**src/strap_pkg.sv**
```systemverilog
// shared constants for the reset strap function select block
// assumes a single 50 MHz clock and a synchronous active-high reset
package strap_pkg;
    // ========================================
    // register map
    localparam logic [7:0] PMC2_OFFSET = 8'h72;
    localparam logic [7:0] STRAP_STATUS_OFFSET = 8'h74;
    localparam int HOLD_LO_BIT = 4;
    localparam int HOLD_HI_BIT = 5;
    localparam logic [7:0] PMC2_WMASK = 8'hFF;
    localparam logic [7:0] BYTE_ZERO = 8'h00;
    localparam logic [1:0] HOLD_66MHZ = 2'h0;
    localparam int PCI_CLK_COUNT = 5;
    localparam logic [4:0] PCI_CLK_ALL = 5'h1F;
    localparam logic [4:0] PCI_CLK_KEEP = 5'h10;
    localparam int ST_SERIAL_BIT = 0;
    localparam int ST_ROM_BIT = 1;
    localparam int ST_MCP_BIT = 2;
    localparam int ST_CKE_BIT = 3;
endpackage : strap_pkg

```
**src/strap_latch.sv**
```systemverilog
// one strap level capture: follows the pin during reset, freezes after release
// assumes the strap pin is synchronous to ref_clk
module strap_latch (
    input wire logic ref_clk,
    input wire logic sys_rst,
    input wire logic strap_in,
    output logic strap_level
);
    typedef struct packed {
        logic level;
    } latch_s;
    latch_s state_reg;
    latch_s state_next;
    // ========================================
    // capture
    always_comb begin
        state_next = state_reg;
        // level taken by the clock while reset holds, never by the reset itself
        if (sys_rst) begin
            state_next.level = strap_in;
        end
    end
    always_ff @(posedge ref_clk) begin
        state_reg <= state_next;
    end
    assign strap_level = state_reg.level;
endmodule : strap_latch

```
**src/pin_route.sv**
```systemverilog
// one shared pin: picks the default or alternate function, with output enable
// assumes the select is static outside reset
module pin_route (
    input wire logic alt_sel,
    input wire logic dflt_out,
    input wire logic dflt_oe,
    input wire logic alt_out,
    input wire logic alt_oe,
    input wire logic pin_in,
    output logic pin_out,
    output logic pin_oe,
    output logic dflt_in,
    output logic alt_in
);
    // ========================================
    // mux
    assign pin_out = alt_sel ? alt_out : dflt_out;
    assign pin_oe = alt_sel ? alt_oe : dflt_oe;
    // the unselected function sees its idle-high level, as if pulled up
    assign dflt_in = alt_sel ? 1'b1 : pin_in;
    assign alt_in = alt_sel ? pin_in : 1'b1;
endmodule : pin_route

```
**src/reset_strap_function_select.sv**
```systemverilog
// reset strap sampling and shared pin function selection
// assumes straps are stable during sys_rst and synchronous to ref_clk
//
// Our own choice: the strobed register port.
module reset_strap_function_select
    import strap_pkg::*;
(
    input wire logic ref_clk,
    input wire logic sys_rst,
    input wire logic serial_or_clock_select_strap,
    input wire logic rom_extension_select_strap,
    input wire logic machine_check_strap_n,
    input wire logic clock_enable_strap_n,
    input wire logic [7:0] reg_addr,
    input wire logic [7:0] reg_wdata,
    input wire logic reg_wr,
    input wire logic reg_rd,
    output logic [7:0] reg_rdata,
    input wire logic [strap_pkg::PCI_CLK_COUNT-1:0] pci_clk_core,
    input wire logic serial_tx_a,
    input wire logic serial_tx_b,
    output logic serial_rx_a,
    output logic serial_rx_b,
    output logic [strap_pkg::PCI_CLK_COUNT-1:0] pci_clk_pin_out,
    output logic [strap_pkg::PCI_CLK_COUNT-1:0] pci_clk_pin_oe,
    input wire logic [strap_pkg::PCI_CLK_COUNT-1:0] pci_clk_pin_in,
    input wire logic rom_addr_bit_twelve,
    input wire logic rom_addr_bit_fourteen,
    input wire logic trigger_output,
    output logic timebase_enable_in,
    output logic checkstop_input,
    output logic soft_reset_input,
    output logic trigger_input,
    input wire logic timebase_enable_in_pin_in,
    input wire logic chkin_pin_in,
    input wire logic soft_reset_input_pin_in,
    input wire logic trigin_pin_in,
    output logic chkin_pin_out,
    output logic chkin_pin_oe,
    output logic soft_reset_input_pin_out,
    output logic soft_reset_input_pin_oe,
    output logic trigout_pin_out,
    output logic trigout_pin_oe,
    output logic serial_mode,
    output logic rom_ext_mode,
    output logic [1:0] pci_output_hold_delay
);
    typedef struct packed {
        logic [7:0] pmc2;
        logic [7:0] rdata;
        logic was_rst;
    } top_s;
    top_s state_reg;
    top_s state_next;
    logic serial_lvl;
    logic rom_lvl;
    logic mcp_lvl;
    logic cke_lvl;
    logic [4:0] clk_keep;
    logic [7:0] status_byte;

    // ========================================
    // strap capture
    strap_latch u_serial (
        .ref_clk(ref_clk),
        .sys_rst(sys_rst),
        .strap_in(serial_or_clock_select_strap),
        .strap_level(serial_lvl)
    );
    strap_latch u_rom (
        .ref_clk(ref_clk),
        .sys_rst(sys_rst),
        .strap_in(rom_extension_select_strap),
        .strap_level(rom_lvl)
    );
    strap_latch u_mcp (
        .ref_clk(ref_clk),
        .sys_rst(sys_rst),
        .strap_in(machine_check_strap_n),
        .strap_level(mcp_lvl)
    );
    strap_latch u_cke (
        .ref_clk(ref_clk),
        .sys_rst(sys_rst),
        .strap_in(clock_enable_strap_n),
        .strap_level(cke_lvl)
    );
    // latches only move while sys_rst is high, so modes hold until next reset
    assign serial_mode = ~serial_lvl;
    assign rom_ext_mode = ~rom_lvl;

    // ========================================
    // pci clock / dual serial pins
    assign clk_keep = serial_mode ? PCI_CLK_KEEP : PCI_CLK_ALL;
    always_comb begin
        pci_clk_pin_out = pci_clk_core;
        pci_clk_pin_oe = clk_keep;
        // serial port borrows clock pins 0 (tx a), 1 (rx a), 2 (tx b), 3 (rx b)
        if (serial_mode) begin
            pci_clk_pin_out[0] = serial_tx_a;
            pci_clk_pin_oe[0] = 1'b1;
            pci_clk_pin_out[2] = serial_tx_b;
            pci_clk_pin_oe[2] = 1'b1;
        end
    end
    assign serial_rx_a = serial_mode ? pci_clk_pin_in[1] : 1'b1;
    assign serial_rx_b = serial_mode ? pci_clk_pin_in[3] : 1'b1;

    // ========================================
    // debug / extended rom pins
    pin_route u_soft_reset_input (
        .alt_sel(rom_ext_mode),
        .dflt_out(1'b0),
        .dflt_oe(1'b0),
        .alt_out(rom_addr_bit_twelve),
        .alt_oe(1'b1),
        .pin_in(soft_reset_input_pin_in),
        .pin_out(soft_reset_input_pin_out),
        .pin_oe(soft_reset_input_pin_oe),
        .dflt_in(soft_reset_input),
        .alt_in()
    );
    pin_route u_chkin (
        .alt_sel(rom_ext_mode),
        .dflt_out(1'b0),
        .dflt_oe(1'b0),
        .alt_out(rom_addr_bit_fourteen),
        .alt_oe(1'b1),
        .pin_in(chkin_pin_in),
        .pin_out(chkin_pin_out),
        .pin_oe(chkin_pin_oe),
        .dflt_in(checkstop_input),
        .alt_in()
    );
    // unavailable inputs read idle-high so the core never sees a false event
    assign timebase_enable_in = rom_ext_mode ? 1'b1 : timebase_enable_in_pin_in;
    assign trigger_input = rom_ext_mode ? 1'b1 : trigin_pin_in;
    assign trigout_pin_out = trigger_output;
    assign trigout_pin_oe = ~rom_ext_mode;

    // ========================================
    // register port
    assign status_byte = {4'h0, cke_lvl, mcp_lvl, rom_lvl, serial_lvl};
    always_comb begin
        state_next = state_reg;
        state_next.was_rst = sys_rst;
        state_next.rdata = BYTE_ZERO;
        if (sys_rst) begin
            state_next.pmc2 = BYTE_ZERO;
            state_next.was_rst = 1'b1;
        end else begin
            // first cycle after release loads the inverted straps
            if (state_reg.was_rst) begin
                state_next.pmc2[HOLD_HI_BIT] = ~mcp_lvl;
                state_next.pmc2[HOLD_LO_BIT] = ~cke_lvl;
            end
            if (reg_wr && reg_addr == PMC2_OFFSET) begin
                state_next.pmc2 = reg_wdata & PMC2_WMASK;
            end
            if (reg_rd) begin
                unique case (reg_addr)
                    PMC2_OFFSET: state_next.rdata = state_reg.pmc2;
                    STRAP_STATUS_OFFSET: state_next.rdata = status_byte;
                    default: state_next.rdata = BYTE_ZERO;
                endcase
            end
        end
    end
    always_ff @(posedge ref_clk) begin
        state_reg <= state_next;
    end
    assign reg_rdata = state_reg.rdata;
    assign pci_output_hold_delay = state_reg.pmc2[HOLD_HI_BIT:HOLD_LO_BIT];
endmodule : reset_strap_function_select

```
**config.mk**
```make
export PLATFORM = sky130hd
export DESIGN_NAME = reset_strap_function_select
export DESIGN_NICKNAME = d
export VERILOG_FILES = /design/src/strap_pkg.sv /design/src/strap_latch.sv /design/src/pin_route.sv /design/src/reset_strap_function_select.sv
export SDC_FILE = /design/constraint.sdc
export NUM_CORES = 1
export LEC_CHECK = 0
export ABC_AREA = 1
export BUFFER_PORTS_ARGS = -buffer_cell sky130_fd_sc_hd__buf_2
export CORE_UTILIZATION = 41
export CTS_CLUSTER_DIAMETER = 50
export CTS_CLUSTER_SIZE = 12
export DETAILED_ROUTE_END_ITERATION = 8
export PLACE_DENSITY = 0.81
export SLEW_MARGIN = 0
export SYNTH_ARGS = -nofsm -noshare
export SYNTH_HDL_FRONTEND = slang
export SYNTH_SLANG_ARGS = --single-unit
```
**constraint.sdc**
```tcl
create_clock -name ref_clk -period 1.92 [get_ports ref_clk]
set_input_delay 0.192 -clock ref_clk [delete_from_list [all_inputs] [get_ports ref_clk]]
set_output_delay 0.192 -clock ref_clk [all_outputs]
set_load 0.03 [all_outputs]
```
Word-level counts from Yosys, hierarchy flattened
Index checks and enable logic that the tools add are counted.

cells by class
  add/sub/neg operators = 0
  multipliers = 0
  div/mod/pow operators = 0
  $lt $le $gt $ge = 0
  equality and inequality tests = 2
  shifts and indexed selects = 0
  multiplexer cells = 18
  bitwise operators = 5
  reduce and logical (&&, ||, !) cells = 3

operators by type and width
  cell                                                  count
  equality test 8 x 7 -> 1 bit (second input constant)  2
  one-hot mux 8 bit (2 select lines)                    1
  two-way mux 1 bit                                     14
  two-way mux 6 bit                                     1
  inverter 1 bit                                        5
  two-way mux 4 bit                                     1
  two-way mux 2 bit                                     1
  nonzero test 2 bit                                    1
  OR reduction 2 bit                                    1
  logical AND 1 bit                                     1

storage, ports and cells
  bits in registers = 21
  bits in latches = 0
  bits in writable memories = 0
  memory bits (read-only) = 0
  input bits = 43
  output and inout bits = 34
  memories kept = 0

Depth between registers and ports, before layout
Gate-level depths: netlist (run 1).

  depth in word-level cells = 3
  gate-level depth with buffers = 7
  gate-level depth less buffers = 7

Hierarchy
From an unflattened synthesis (run 1), not the netlist that was laid out.

unflattened totals
  cells, all modules = 140
  area total of the unflattened synthesis = 1094.8 µm²

by module, submodules not included
  module                       times used  cells an instance  area an instance (µm²)
  reset_strap_function_select  1           116                899.6
  strap_latch                  4           1                  30.0
  pin_route                    2           10                 37.5

Worst setup path after synthesis (run 1)
Ideal clock, no wire load.

  kind = flip-flop to output port
  from = register u_rom.state_reg (netlist: u_rom.strap_level)
  to = output port checkstop_input
  arrival time = 1.243 ns
  path slack = 0.485 ns
  stages on the path, launching flop included = 3
  cell sequence = edfxtp_1 inv_1 or2_2

between the ends
  longest elaborated chain between the ends = 1

ends and longest elaborated chain
  element                 RTL line                           RTL
  from (decl)             strap_latch.sv:12                  latch_s state_reg;
  from (signal assigned)  strap_latch.sv:24                  state_reg <= state_next;
  two-way mux 1 bit       pin_route.sv:20                    assign dflt_in = alt_sel ? 1'b1 : pin_in;
  to (decl)               reset_strap_function_select.sv:31  output logic checkstop_input,

Every way passes these cells.

Worst setup path in the final report (run 1)
  from = register u_serial.state_reg (netlist: u_serial.strap_level)
  to = output port serial_rx_b

between the ends
  longest elaborated chain between the ends = 1

ends and longest elaborated chain
  element                 RTL line                            RTL
  from (decl)             strap_latch.sv:12
  from (signal assigned)  strap_latch.sv:24
  two-way mux 1 bit       reset_strap_function_select.sv:107  assign serial_rx_b = serial_mode ? pci_clk_pin_in[3] : 1'b1;
  to (decl)               reset_strap_function_select.sv:23   output logic serial_rx_b,

Every way passes these cells.

==> flow_summary.yaml, run 1 <==
cells_and_area:
  drive_gt1_share_pct: 46.5
  antennaDiodeCount: 0
  final_standard_cell_area_without_fillers_mm2: 0.00126
  final_common_cell: "sky130_fd_sc_hd__buf_2"
  fillCellCount: 238
  layout.nets: 216
  largest_register_ffs: 8
  final_core_util_pct: 51.4
  syn2layout_area_growth_pct: 19.1
  mostFrequentLayoutCells: "sky130_fd_sc_hd__buf_2 (62), sky130_fd_sc_hd__inv_1 (17), sky130_fd_sc_hd__dfxtp_1 (17)"
worst_hold_path:
  hold_path.class: "primary input to register"
clock_tree:
  cts.sink_count: 21
  cts.repair.resized: 0
  insertion_delay_ns: 0.29
  htree_num_levels: 1
  tritoncts: "done"
  cts_root_buffer: "sky130_fd_sc_hd__clkbuf_4"
  cts_buffer_depth: 2
  post-cts-setup-buffer-count: 0
  numCtsBuffers: 3
  postCtsHoldBufs: 0
  clock_input_transition_at_the_sequential_cells_of_the_worst_setup_and_hold_paths_ns: 0.10
worst_setup_path:
  critPathArrivalTime_ns: 1.29
  timing_worst_setup_path_type: "register to output port"
  cp-end-kind: "output port"
  crit_path_start_kind: "register"
  critPathSlowestCell: "sky130_fd_sc_hd__edfxtp_1"
  worst_path_largest_cell_delay_ns: 0.50
  setup_slack_on_the_worst_flop_to_flop_path_ns: 0.94
  timing.critical_path.cells: "or2_2 -> buf_2"
  critPathMaxFanout: 8
  cpLargestDelayFamily: "flip-flops"
  critical_path.n_buffers_inverters: 1
  worstPathRequired_ns: 1.73
placement:
  place_worst_setup_slack_ns: 0.619
  globalplace.congestion: 0.739
  postPlaceCellArea_mm2: 0.00123
  dp_hpwl_um: 1560
  port-buffer-count: 62
drt:
  route.detailed.vias_per_inst: 4.35
  routedWlPerCell_um: 9.39
  drt_drc_violations_left: 0
  drt-initial-drc-count: 17
  drt_pass1_iterations: 4
  routed_wl_um: 1900
  drtAntennaViolNets: 0
  num_vias: 878
logic_synthesis:
  yosys_warnings: 0
  ys_seq_area_share_pct: 43.5
  yosys.area.top_type_share_pct: 32.2
  syn_area_per_cell_um2: 8.33
  synth.cell_area_mm2: 0.00106
  synth.largest_area_cell: "sky130_fd_sc_hd__dfxtp_1"
  yosysUniqueCellTypes: 21
  synth-seq-cells: 21
  synthesis.instances: 127
  cell_types_with_the_largest_area_share_after_synthesis: "sky130_fd_sc_hd__dfxtp_1 (32%), sky130_fd_sc_hd__buf_4 (15%), sky130_fd_sc_hd__edfxtp_1 (11%)"
pwr:
  pwr-share-comb_pct: 21.2
  power-per-cell-area_mw_per_mm2: 673
  part_of_the_power_in_registers_pct: 55.3
  netSwitchingPower_w: 0.000248
  p_int_w: 0.000601
  switching_share_pct: 29.2
  power_leakage_nw: 0.625
  vdd.ir_drop.worst_mv: 0.448
  power.clock.fraction_pct: 23.6
timing:
  post-route-period-util_pct: 77.4
  timing.clock.skew_ns: 0.00236
  setup_ws_ns: 0.435
  timing.setup.tns_ns: 0
  finalHoldViolations: 0
  whs_ns: 0.0655
  grt_setup_unrepaired: "false"
  report.final.slew_viol_count: 0
  period_needed_ns: 1.49
  clock.fmax_mhz: 673
  setup_viol: 0
job:
  drv.max_cap_violation_count: 0
floorplanning:
  die_h_um: 52.8
  die_area_mm2: 0.00279
  die_x_um: 52.8
  placeableCoreArea_mm2: 0.00245
  core_rows: 18
  initial_core_util_pct: 43.1
  boundaryPins: 77
global_routing:
  grt_pass1_wl_um: 3070
  initial_antenna_violation_count: 0
  grt_use_total_pct: 14.9
  first_global_vias: 745
  grt-ovfl-total: 0
  grt_start_max_net_pins: 17
run_status:
  outcome: "finished, final reports clean"
==> stage by stage <==
step | total power [W] | instances
2_1_floorplan | 0.000623 | 129
3_3_place_gp | 0.000658 | 198
3_5_place_dp | 0.000660 | 198
4_1_cts | 0.000859 | 202
5_1_grt | 0.000893 | 202
6_report | 0.000849 | 202
==> worst paths after layout <==
| check | from | end | cells past startpoint |
|---|---|---|---|
| worst max register to register | u_mcp.strap_level | pci_output_hold_delay[1] | 4 |
| worst min register to register | state_reg[16] | reg_rdata[7] | 2 |
| worst max-delay path | u_serial.strap_level | serial_rx_b | 2 |
| worst min-delay path | clock_enable_strap_n | u_cke.strap_level | 1 |
==> logic make-up (layout without fill, tap and decap cells) <==
kind of cell	after synthesis	count (layout)	synth area share, %
compound gates	18	18	8.87
buf+inv	41	84	23.4
flops	21	21	43.5
other cells	1	3	0.354
simple gates	46	46	23.9
==> cell usage after synthesis (all sizes together) <==
cell    instances
buf            23
inv            18
dfxtp          17
nand2          16
a21oi          12
nand3          11
or2             8
o21ai           6
edfxtp          4
nor2            4
nor3            3
nand4           2
nor3b           2
conb            1
==> per-layer routing <==
layer,vias up,global-route usage (%),part of all wire [%]
met5,-,0,0
met1,373,18.7,42
met4,0,5.26,0.79
met3,2,3.19,6.4
met2,33,24.9,51
li1,470,-,-
==> layout make-up <==
cell class | count | area, um^2 | area share (%)
clock inverters | 1 | 5.00 | 0.397
repair buffers | 62 | 310 | 24.6
inverters | 18 | 67.6 | 5.36
flip-flops and latches | 21 | 460 | 36.5
clock buffers | 3 | 22.5 | 1.79
well taps | 30 | 37.5 | 2.98
multi-input cells | 67 | 358 | 28.4
==> worst register-to-register path: stages, from the launching register on <==
cell and delay (ns):
sky130_fd_sc_hd__edfxtp_1 0.40, sky130_fd_sc_hd__or2_2 0.30, sky130_fd_sc_hd__nand2_1 0.07, sky130_fd_sc_hd__nand2_1 0.05, sky130_fd_sc_hd__a21oi_1 0.11
==> power groups by stage <==
| stage | Combinational [W] | Clock (W) | Sequential (W) |
|---|---|---|---|
| floorplan | 0.000143 | 0 | 0.000481 |
| global placement | 0.000178 | 0 | 0.000480 |
| detailed placement | 0.000181 | 0 | 0.000480 |
| CTS | 0.000181 | 0.000208 | 0.000470 |
| global route | 0.000195 | 0.000227 | 0.000472 |
| finish | 0.000180 | 0.000200 | 0.000469 |
Note: power is estimated with default switching activity, not from simulation.
==> run 2, diff against run 1 <==
--- a/config.mk
+++ b/config.mk
@@ -5,13 +5,13 @@
 export SDC_FILE = /design/constraint.sdc
 export NUM_CORES = 1
 export LEC_CHECK = 0
-export ABC_AREA = 1
+export ABC_AREA = 0
 export BUFFER_PORTS_ARGS = -buffer_cell sky130_fd_sc_hd__buf_2
-export CORE_UTILIZATION = 41
+export CORE_UTILIZATION = 39
 export CTS_CLUSTER_DIAMETER = 50
 export CTS_CLUSTER_SIZE = 12
 export DETAILED_ROUTE_END_ITERATION = 8
-export PLACE_DENSITY = 0.81
+export PLACE_DENSITY = 0.78
 export SLEW_MARGIN = 0
 export SYNTH_ARGS = -nofsm -noshare
 export SYNTH_HDL_FRONTEND = slang
==> constraint.sdc (replaced) <==
create_clock -name ref_clk -period 1.6 [get_ports ref_clk]
set_input_delay 0.16 -clock ref_clk [delete_from_list [all_inputs] [get_ports ref_clk]]
set_output_delay 0.16 -clock ref_clk [all_outputs]
set_load 0.03 [all_outputs]
==> run 2 against run 1 <==
Global-route usage is 1.5 points lower. Worst setup slack got worse by 0.31 ns. Final cell count is 10% lower. Synthesized cell count down 19%. Flip-flop and latch count is the same. Critical path type unchanged. Critical endpoint is now serial_rx_a. Highest routed layer unchanged.
==> flow_summary.yaml, run 2 <==
run_status:
  outcome: "finished, final reports clean"
cells_and_area:
  final_core_util_pct: 51.7
  layout.nets: 195
  final_common_cell: "sky130_fd_sc_hd__buf_2"
  syn2layout_area_growth_pct: 23.7
  drive_gt1_share_pct: 49.0
  mostFrequentLayoutCells: "sky130_fd_sc_hd__buf_2 (62), sky130_fd_sc_hd__nand2b_1 (18), sky130_fd_sc_hd__dfxtp_1 (17)"
  largest_register_ffs: 8
  final_standard_cell_area_without_fillers_mm2: 0.00129
  antennaDiodeCount: 0
clock_tree:
  cts_root_buffer: "sky130_fd_sc_hd__clkbuf_4"
  clock_input_transition_at_the_sequential_cells_of_the_worst_setup_and_hold_paths_ns: 0.10
  insertion_delay_ns: 0.29
  post-cts-setup-buffer-count: 0
  cts.repair.resized: 0
  postCtsHoldBufs: 0
  htree_num_levels: 1
  numCtsBuffers: 3
  tritoncts: "done"
  cts.sink_count: 21
  cts_buffer_depth: 2
worst_setup_path:
  critical_path.n_buffers_inverters: 1
  timing_worst_setup_path_type: "register to output port"
  cp-end-kind: "output port"
  worstPathRequired_ns: 1.44
  crit_path_start_kind: "register"
  cpLargestDelayFamily: "flip-flops"
  timing.critical_path.cells: "or2_2 -> buf_2"
  critPathArrivalTime_ns: 1.31
  critPathSlowestCell: "sky130_fd_sc_hd__edfxtp_1"
  worst_path_largest_cell_delay_ns: 0.50
  critPathMaxFanout: 8
timing:
  clock.fmax_mhz: 678
  setup_ws_ns: 0.126
  grt_setup_unrepaired: "false"
  report.final.slew_viol_count: 0
  setup_viol: 0
  timing.clock.skew_ns: 0.000523
  post-route-period-util_pct: 92.1
  timing.setup.tns_ns: 0
  finalHoldViolations: 0
  period_needed_ns: 1.47
drt:
  met2_routed_length_um: 1010
  routed_wl_um: 1940
  drtAntennaViolNets: 0
  met3_wirelength_um: 152
  drt_drc_violations_left: 0
  route.detailed.vias_per_inst: 4.44
  drt-initial-drc-count: 7
  drt_pass1_iterations: 4
  top_layer: "met4"
  num_vias: 804
  met1Wirelength_um: 767
  routedWlPerCell_um: 10.7
global_routing:
  first_global_vias: 678
  grt_use_total_pct: 13.4
  initial_antenna_violation_count: 0
  grt-ovfl-total: 0
  grt_start_max_net_pins: 24
  grt_pass1_wl_um: 2820
pwr:
  power-per-cell-area_mw_per_mm2: 793
  vdd.ir_drop.worst_mv: 0.474
  power_leakage_nw: 0.623
worst_hold_path:
  hold_path.class: "primary input to register"
placement:
  postPlaceCellArea_mm2: 0.00126
  place_worst_setup_slack_ns: 0.146
  port-buffer-count: 62
  dp_hpwl_um: 1610
  globalplace.congestion: 0.711
logic_synthesis:
  count_of_flip_flops_with_a_built_in_enable_after_synthesis: 4
  yosys.area.top_type_share_pct: 32.6
  cell_types_with_the_largest_area_share_after_synthesis: "sky130_fd_sc_hd__dfxtp_1 (33%), sky130_fd_sc_hd__buf_4 (15%), sky130_fd_sc_hd__edfxtp_1 (12%)"
  synth-seq-cells: 21
  ys_seq_area_share_pct: 44.1
  post_synth_most_frequent_cells: "sky130_fd_sc_hd__buf_4 (21), sky130_fd_sc_hd__nand2b_1 (18), sky130_fd_sc_hd__dfxtp_1 (17)"
  most_frequently_used_cell_type_in_the_post_synthesis_netlist: "sky130_fd_sc_hd__buf_4"
  ys_async_rst_share_pct: 0
  synth.largest_area_cell: "sky130_fd_sc_hd__dfxtp_1"
  synthesis.instances: 103
  syn_area_per_cell_um2: 10.1
  flip_flop_cell_with_the_highest_count_after_synthesis: "sky130_fd_sc_hd__dfxtp_1"
  yosysUniqueCellTypes: 21
  synth.cell_area_mm2: 0.00104
  yosys_warnings: 0
floorplanning:
  die_h_um: 53.7
  core_rows: 18
  placeableCoreArea_mm2: 0.00250
  boundaryPins: 77
  die_x_um: 53.7
  die_area_mm2: 0.00289
  initial_core_util_pct: 41.7
job:
  drv.max_cap_violation_count: 0
run 2: path summary, 6_finish.rpt:
kind                              start                 to  slack (ns)  cells after the start
setup / recovery   u_serial.strap_level        serial_rx_a        0.13                      2
hold / removal    machine_check_strap_n  u_mcp.strap_level        0.03                      1
setup reg to reg   u_serial.strap_level       reg_rdata[0]        0.72                      2
hold reg to reg           state_reg[16]      state_reg[16]        0.48                      2
run 2: through the flow:
stage,power (W),hold slack (ns),std cells
after floorplan,0.000750,0.188,105
after global placement,0.000791,0.320,177
after detailed placement,0.000797,0.320,177
after CTS,0.00103,0.0305,181
after global routing,0.00108,0.0114,181
final,0.00102,0.0341,181
run 2: cell families after synthesis:
logic type / share of synthesized area [%]
other: 0.359
and+or+nand+nor: 24.6
AOI/OAI and AO/OA: 4.56
buffers and inverters: 16.5
DFF: 44.1
muxes: 9.83
run 2: layout make-up:
type                       instances  area [um^2]
fill                             231         1210
sequential                        21          460
clock buffer                       4         26.3
multi-input combinational         59          418
timing repair buffer              64          338
tap                               30         37.5
inverter                           3         11.3
run 2: worst register-to-register path, cell delays in order (launching register included):
cell and delay (ns):
sky130_fd_sc_hd__edfxtp_1 0.50, sky130_fd_sc_hd__a22oi_1 0.22, sky130_fd_sc_hd__nor2_1 0.06
run 2: layer usage:
layer,track usage [%],up-vias
met5,0,-
met4,3.51,0
met3,3.67,2
met2,22.8,29
met1,16.3,359
li1,-,414
run 2: power by group:
group | total [W] | switching (W) | internal [W]
sequential | 0.000569 | 0.0000154 | 0.000553
clock | 0.000241 | 0.000144 | 0.0000970
combinational | 0.000214 | 0.000132 | 0.0000821
total | 0.00102 | 0.000291 | 0.000733
